**src/design/agsd_pkg.sv**
```systemverilog
package agsd_pkg;
  localparam int  STATUS_W          = 3;
  localparam logic [2:0] CODE_READ_LO  = 3'h0;
  localparam logic [2:0] CODE_READ_HI  = 3'h1;
  localparam logic [2:0] CODE_WRITE_LO = 3'h2;
  localparam logic [2:0] CODE_WRITE_HI = 3'h3;
  localparam logic [2:0] CODE_START    = 3'h7;
  localparam int  SYNC_STAGES       = 2;
  localparam logic [3:0] SYNC_RESET    = 4'h0;
  localparam logic [7:0] OUT_RESET     = 8'hC0;

  typedef enum logic [2:0] {
    AGSD_IDLE,
    AGSD_READ_LO,
    AGSD_READ_HI,
    AGSD_WRITE_LO,
    AGSD_WRITE_HI,
    AGSD_START,
    AGSD_RESERVED
  } agsd_grant_t;
endpackage

```
**src/design/agsd_if.sv**
```systemverilog
`timescale 1ns/1ps
`default_nettype none
interface agsd_if;
  logic                      grantValid;
  logic [2:0]                statusCode;
  modport decoder (input grantValid, input statusCode);
  modport sampler (output grantValid, output statusCode);
endinterface
`default_nettype wire

```
**src/design/agsd_decoder.sv**
```systemverilog
// Notes on behaviour
// arbiter signals permitted action via status
// decode status only while grant asserted
// ignore status while grant deasserted
// code 000: accept low priority read data
// code 001: accept high priority read data
// code 010: drive low priority write data
// code 011: drive high priority write data
// reserved codes: no data, no transaction
// code 111: may start a transaction
// status bus is input only, never driven
// arbiter withholds low reads while buffer full
// pipelined request enqueues one read per edge
`timescale 1ns/1ps
`default_nettype none
module agsd_decoder (
  // clock and reset
  input  wire logic       clk_sys,
  input  wire logic       rstn,
  // arbiter pins, input only
  input  wire logic       busGrantN,
  input  wire logic [2:0] grantStatusCode,
  // local flow control from the master logic
  input  wire logic       readBufferFull,
  input  wire logic       pipeRequest,
  // decoded permissions, one cycle per granted clock
  output logic            acceptReadLo,
  output logic            acceptReadHi,
  output logic            driveWriteLo,
  output logic            driveWriteHi,
  output logic            startAllowed,
  output logic            reservedSeen,
  // pins toward the arbiter
  output logic            read_buffer_full_n,
  output logic            pipelined_request_n
);
  agsd_if syncBus ();

  // ports and codes are fixed at three status bits
  if (agsd_pkg::STATUS_W != 3) begin : g_widthCheck
    $error("status bus must be three bits wide");
  end

  // pins enter through two flops, costing two cycles of latency
  agsd_sampler u_sampler (
    .clk_sys         (clk_sys),
    .rstn            (rstn),
    .busGrantN       (busGrantN),
    .grantStatusCode (grantStatusCode),
    .syncBus         (syncBus)
  );

  agsd_pkg::agsd_grant_t grantNext;
  logic [7:0]            outReg;
  logic [7:0]            outNext;
  logic                  pipeActiveReg;
  logic                  pipeActiveNext;

  function automatic agsd_pkg::agsd_grant_t decodeCode(input logic valid,
                                                      input logic [2:0] code);
    agsd_pkg::agsd_grant_t g;
    g = agsd_pkg::AGSD_IDLE;
    if (valid) begin
      unique case (code)
        agsd_pkg::CODE_READ_LO:  g = agsd_pkg::AGSD_READ_LO;
        agsd_pkg::CODE_READ_HI:  g = agsd_pkg::AGSD_READ_HI;
        agsd_pkg::CODE_WRITE_LO: g = agsd_pkg::AGSD_WRITE_LO;
        agsd_pkg::CODE_WRITE_HI: g = agsd_pkg::AGSD_WRITE_HI;
        agsd_pkg::CODE_START:    g = agsd_pkg::AGSD_START;
        default:                 g = agsd_pkg::AGSD_RESERVED;
      endcase
    end
    return g;
  endfunction

  always_comb begin
    // decode when granted
    // ignore when not granted
    grantNext = decodeCode(syncBus.grantValid, syncBus.statusCode);
    outNext = 8'h00;
    unique case (grantNext)
      // low read accept
      agsd_pkg::AGSD_READ_LO:  outNext[0] = 1'b1;
      // high read accept
      agsd_pkg::AGSD_READ_HI:  outNext[1] = 1'b1;
      // low write drive
      agsd_pkg::AGSD_WRITE_LO: outNext[2] = 1'b1;
      // high write drive
      agsd_pkg::AGSD_WRITE_HI: outNext[3] = 1'b1;
      // start permitted
      agsd_pkg::AGSD_START:    outNext[4] = 1'b1;
      // reserved only flags reservedSeen
      agsd_pkg::AGSD_RESERVED: outNext[5] = 1'b1;
      agsd_pkg::AGSD_IDLE:     outNext = 8'h00;
    endcase
    // advertise buffer full
    outNext[6] = ~readBufferFull;
    // request only while master
    pipeActiveNext = pipeRequest & (pipeActiveReg | (grantNext == agsd_pkg::AGSD_START));
    outNext[7] = ~pipeActiveNext;
  end

  always_ff @(posedge clk_sys or negedge rstn) begin
    if (!rstn) begin
      // reset leaves both pins toward the arbiter deasserted
      outReg        <= agsd_pkg::OUT_RESET;
      pipeActiveReg <= 1'b0;
    end else begin
      outReg        <= outNext;
      pipeActiveReg <= pipeActiveNext;
    end
  end

  // status only received
  assign acceptReadLo        = outReg[0];
  assign acceptReadHi        = outReg[1];
  assign driveWriteLo        = outReg[2];
  assign driveWriteHi        = outReg[3];
  assign startAllowed        = outReg[4];
  assign reservedSeen        = outReg[5];
  assign read_buffer_full_n  = outReg[6];
  assign pipelined_request_n = outReg[7];

  property p_noGrantNoAction;
    @(posedge clk_sys) disable iff (!rstn)
      !syncBus.grantValid |=> (outReg[5:0] == 6'h00);
  endproperty
  a_noGrantNoAction: assert property (p_noGrantNoAction) else $error("action without grant");

  property p_readLo;
    @(posedge clk_sys) disable iff (!rstn)
      syncBus.grantValid && syncBus.statusCode == 3'h0 |=> acceptReadLo && !acceptReadHi;
  endproperty
  a_readLo: assert property (p_readLo) else $error("low read not accepted");

  property p_readHi;
    @(posedge clk_sys) disable iff (!rstn)
      syncBus.grantValid && syncBus.statusCode == 3'h1 |=> acceptReadHi;
  endproperty
  a_readHi: assert property (p_readHi) else $error("high read not accepted");

  property p_writeLo;
    @(posedge clk_sys) disable iff (!rstn)
      syncBus.grantValid && syncBus.statusCode == 3'h2 |=> driveWriteLo && !driveWriteHi;
  endproperty
  a_writeLo: assert property (p_writeLo) else $error("low write not driven");

  property p_writeHi;
    @(posedge clk_sys) disable iff (!rstn)
      syncBus.grantValid && syncBus.statusCode == 3'h3 |=> driveWriteHi;
  endproperty
  a_writeHi: assert property (p_writeHi) else $error("high write not driven");

  property p_reserved;
    @(posedge clk_sys) disable iff (!rstn)
      syncBus.grantValid && (syncBus.statusCode inside {3'h4, 3'h5, 3'h6})
        |=> reservedSeen && (outReg[4:0] == 5'h00);
  endproperty
  a_reserved: assert property (p_reserved) else $error("reserved code acted");

  property p_start;
    @(posedge clk_sys) disable iff (!rstn)
      syncBus.grantValid && syncBus.statusCode == 3'h7 |=> startAllowed;
  endproperty
  a_start: assert property (p_start) else $error("start not permitted");

  property p_grantDecoded;
    @(posedge clk_sys) disable iff (!rstn)
      $rose(busGrantN == 1'b0) |-> ##3 (outReg[5:0] != 6'h00) || busGrantN;
  endproperty
  a_grantDecoded: assert property (p_grantDecoded) else $error("grant not decoded");

  property p_pipe;
    @(posedge clk_sys) disable iff (!rstn)
      !pipeRequest |=> pipelined_request_n;
  endproperty
  a_pipe: assert property (p_pipe) else $error("pipe request without cause");

  property p_rbf;
    @(posedge clk_sys) disable iff (!rstn)
      readBufferFull |=> !read_buffer_full_n;
  endproperty
  a_rbf: assert property (p_rbf) else $error("buffer full not shown");

  property p_rbfClear;
    @(posedge clk_sys) disable iff (!rstn)
      !readBufferFull |=> read_buffer_full_n;
  endproperty
  a_rbfClear: assert property (p_rbfClear) else $error("buffer full shown wrongly");

  property p_grantIdle;
    @(posedge clk_sys) disable iff (!rstn)
      busGrantN |-> ##3 (outReg[5:0] == 6'h00);
  endproperty
  a_grantIdle: assert property (p_grantIdle) else $error("action while grant idle");

  property p_codeHeld;
    @(posedge clk_sys) disable iff (!rstn)
      syncBus.grantValid && $past(syncBus.grantValid) && $stable(syncBus.statusCode)
        |=> $stable(outReg[5:0]);
  endproperty
  a_codeHeld: assert property (p_codeHeld) else $error("held code changed action");

  property p_pipeStart;
    @(posedge clk_sys) disable iff (!rstn)
      $fell(pipelined_request_n) |-> startAllowed;
  endproperty
  a_pipeStart: assert property (p_pipeStart) else $error("pipe opened without start");

  property p_pipeHold;
    @(posedge clk_sys) disable iff (!rstn)
      pipeRequest && !pipelined_request_n |=> !pipelined_request_n;
  endproperty
  a_pipeHold: assert property (p_pipeHold) else $error("pipe dropped while requested");

  property p_startPipe;
    @(posedge clk_sys) disable iff (!rstn)
      pipeRequest && syncBus.grantValid && syncBus.statusCode == 3'h7
        |=> !pipelined_request_n;
  endproperty
  a_startPipe: assert property (p_startPipe) else $error("start did not open pipe");

  property p_reservedNoPipe;
    @(posedge clk_sys) disable iff (!rstn)
      reservedSeen && $past(pipelined_request_n) |-> pipelined_request_n;
  endproperty
  a_reservedNoPipe: assert property (p_reservedNoPipe) else $error("reserved opened pipe");
endmodule
`default_nettype wire

```
**src/design/agsd_sampler.sv**
```systemverilog
`timescale 1ns/1ps
`default_nettype none
module agsd_sampler (
  // clock and reset
  input  wire logic clk_sys,
  input  wire logic rstn,
  // pins from the arbiter
  input  wire logic       busGrantN,
  input  wire logic [2:0] grantStatusCode,
  // synchronised view
  agsd_if.sampler         syncBus
);
  logic [3:0] stage1Reg;
  logic [3:0] stage1Next;
  logic [3:0] stage2Reg;
  logic [3:0] stage2Next;

  // the chain below is written for exactly two stages
  if (agsd_pkg::SYNC_STAGES != 2) begin : g_stageCheck
    $error("sampler supports two synchroniser stages only");
  end

  always_comb begin
    stage1Next = {~busGrantN, grantStatusCode};
    stage2Next = stage1Reg;
  end

  // first stage is read only by the second
  always_ff @(posedge clk_sys or negedge rstn) begin
    if (!rstn) begin
      stage1Reg <= agsd_pkg::SYNC_RESET;
      stage2Reg <= agsd_pkg::SYNC_RESET;
    end else begin
      stage1Reg <= stage1Next;
      stage2Reg <= stage2Next;
    end
  end

  assign syncBus.grantValid = stage2Reg[3];
  assign syncBus.statusCode = stage2Reg[2:0];
endmodule
`default_nettype wire

```
**config.mk**
```make
export PLATFORM = sky130hd
export DESIGN_NAME = agsd_decoder
export DESIGN_NICKNAME = d
export VERILOG_FILES = /design/src/design/agsd_pkg.sv /design/src/design/agsd_if.sv /design/src/design/agsd_decoder.sv /design/src/design/agsd_sampler.sv
export SDC_FILE = /design/constraint.sdc
export NUM_CORES = 1
export LEC_CHECK = 0
export BUFFER_PORTS_ARGS = -buffer_cell sky130_fd_sc_hd__buf_2
export CORE_AREA = 4 4 41 43
export CTS_BUF_LIST = sky130_fd_sc_hd__clkbuf_16
export DETAILED_ROUTE_END_ITERATION = 8
export DIE_AREA = 0 0 45 47
export PLACE_DENSITY_LB_ADDON = 0.2
export SYNTH_ARGS = -nofsm -noshare
export SYNTH_HDL_FRONTEND = slang
export SYNTH_HIERARCHICAL = 1
export SYNTH_SLANG_ARGS = --single-unit
```
**constraint.sdc**
```tcl
create_clock -name clk_sys -period 1.8 [get_ports clk_sys]
set_clock_uncertainty 0.1 [all_clocks]
set_input_delay 0.45 -clock clk_sys [delete_from_list [all_inputs] [get_ports clk_sys]]
set_output_delay 0.45 -clock clk_sys [all_outputs]
set_load 0.02 [all_outputs]
```
==> impl_metrics.ini <==
[setup_path]
worstPathMaxFanout = 1
crit_type = reg -> out
start_kind = flip-flop
path_buf_inv = 1
rr_endpoint = outReg[1]$_DFF_PN0_
worst_path_max_delay_cell = dfstp_2
reg2reg_slack_ns = 0.81
crit_chain = buf_2
r2r_cells = 2
crit_required_ns = 1.25
cp_top_family = flip-flops
worst_setup_path_end_kind = primary output
slowest_delay_ns = 0.51
reg2reg_from = u_sampler/stage2Reg[2]$_DFF_PN0_
critPathArrivalTime_ns = 0.91

[power]
clkPwrFrac_pct = 49.2
p_comb_share_pct = 4.1
seq_power_share_pct = 46.7
p_leak_uw = 0.000349
power_density_nw_per_um2 = 1300
ir_worst_vdd_mv = 0.743
switching_share_pct = 18.5
p_switching_uw = 161
p_int_uw = 710

[cts]
htree_levels = 1
cts_setup_buffers = 0
clock_latency_ns = 0.24
cts_resized = 0
root_buffer = clkbuf_16
numCtsBuffers = 3
holdBufCountCts = 0
cts_tree = done
cts_sinks = 17
clk_pin_slew_ns = 0.05
cts_buffer_depth = 2

[global_route]
busiest_layer = met2
grtUsageMet1_pct = 5.64
grt_antenna_before_repair = 0
grt_pass1_vias = 269
grt_usage_pct = 7.54
grt_overflow = 0
grt_pass1_wl_mm = 1.04
grtUsageMet3_pct = 3.45
met2_usage_pct = 13.8
grt_max_degree = 18

[layout]
final_cell_mix = 15 x buf_2, 15 x dfrtp_1, 3 x clkbuf_16
ff_latch_area_um2 = 428
utilization_pct = 51.7
area_delta_synth_final_pct = 34.8
drive_gt1_share_pct = 45.8
fillCellCount = 122
nets = 57
multi_input_area_um2 = 63.8
antennaDiodeCount = 0

[job]
maxCapViolCount = 0

[timing]
drv_slew = 0
hold_violations = 0
rsz0062_at_grt = no
fin_crit_ns = 1.46
setup_viol = 0
relSlewSlack_pct = 76.8
worst_pin_slew_ns = 0.348
timing.final.crit_share_pct = 80.9
max_freq_ghz = 0.687
finalSetupTns_ns = 0

[drt]
wl_um = 677
drt_iter0_drc = 0
postRouteAntennaNets = 0
num_vias = 280
drc_errors = 0
dr.pass1.iters = 1
viasPerCell = 4.44
avgRoutedWirePerCell_um = 10.7

[floorplanning]
dieArea_um2 = 2120
initial_utilization_pct = 38.4
row_count = 13
die_y_um = 47
die_width_um = 45
ioPinCount = 16
core-area_um2 = 1300

[synthesis]
postSynthCellCount = 29
ys_seq_elements = 17
syn_nets = 37
yosysUniqueCellTypes = 12
yosysWarnings = 6
syn-cell-area_um2 = 499
synth-seq-area-share_pct = 85.7
syn_area_per_cell_um2 = 17.2

[outcome]
status = complete, no violations

[placement]
portBuffers = 15
gp_congestion = 0.635

[min_path]
holdCritPathClass = in -> async
power groups by stage:
stage / registers, uW / clock network [uW] / logic (uW)
2_1_floorplan: 420 / 0 / 7.44
3_3_place_gp: 412 / 0 / 35.5
6_report: 407 / 429 / 36.0
4_1_cts: 407 / 441 / 37.3
3_5_place_dp: 413 / 0 / 37.2
5_1_grt: 408 / 463 / 40.2
sequential cells by signal, summed over array words and instances (netlist names):
| name | flops |
|---|---|
| outReg | 8 |
| u_sampler/stage1Reg | 4 |
| u_sampler/stage2Reg | 4 |
| pipeActiveReg | 1 |
per-layer routing:
metal  up-vias  wire length [um]
li1        131                 -
met1       129               205
met2        17               346
met3         3               102
met4         0                22
met5         -                 0
kinds of logic (layout without fill, tap and decap cells):
kind of cell	after synthesis	after routing	share of synthesized area, %
DFF	17	17	85.7
AOI/OAI and AO/OA	2	2	2.51
buffers and inverters	2	21	1.50
and+or+nand+nor	8	8	10.3
cells in the mapped netlist:
library cell,count,area share [%]
dfrtp_1,15,75
dfstp_2,2,11
inv_1,2,1.5
nor3b_1,2,3.0
and3_1,1,1.3
and4_4,1,2.3
nand2_1,1,0.75
nand2b_1,1,1.3
nor2_1,1,0.75
nor3_1,1,1.0
o21a_1,1,1.5
o21ai_1,1,1.0
metrics by stage:
step	power (uW)	instance area (um^2)	instances	hold WS, ns	setup WS [ns]
after floorplan	427	499	29	0.0544	0.696
after global placement	447	593	59	0.231	0.609
after detailed placement	450	593	59	0.235	0.597
after CTS	885	673	63	0.0177	0.330
after global routing	911	673	63	0.0328	0.319
final	872	673	63	0.00786	0.344
final cells by class:
cell class | count | area share (%)
sequential | 17 | 63.6
clock buffer | 3 | 11.2
timing repair buffer | 15 | 11.2
multi-input combinational | 10 | 9.48
tap | 15 | 2.79
inverter | 2 | 1.12
clock inverter | 1 | 0.743
worst max path at each step:
stage	endpoint	depth (start not counted)	slack, ns	startpoint
3_5_place_dp	read_buffer_full_n	1	0.60	outReg[6]$_DFF_PN1_
3_3_place_gp	read_buffer_full_n	1	0.61	outReg[6]$_DFF_PN1_
5_1_grt	read_buffer_full_n	1	0.32	outReg[6]$_DFF_PN1_
6_report	read_buffer_full_n	1	0.34	outReg[6]$_DFF_PN1_
4_1_cts	read_buffer_full_n	1	0.33	outReg[6]$_DFF_PN1_
2_1_floorplan	pipelined_request_n	0	0.70	outReg[7]$_DFF_PN1_
Note: power is estimated with default switching activity, not from simulation.
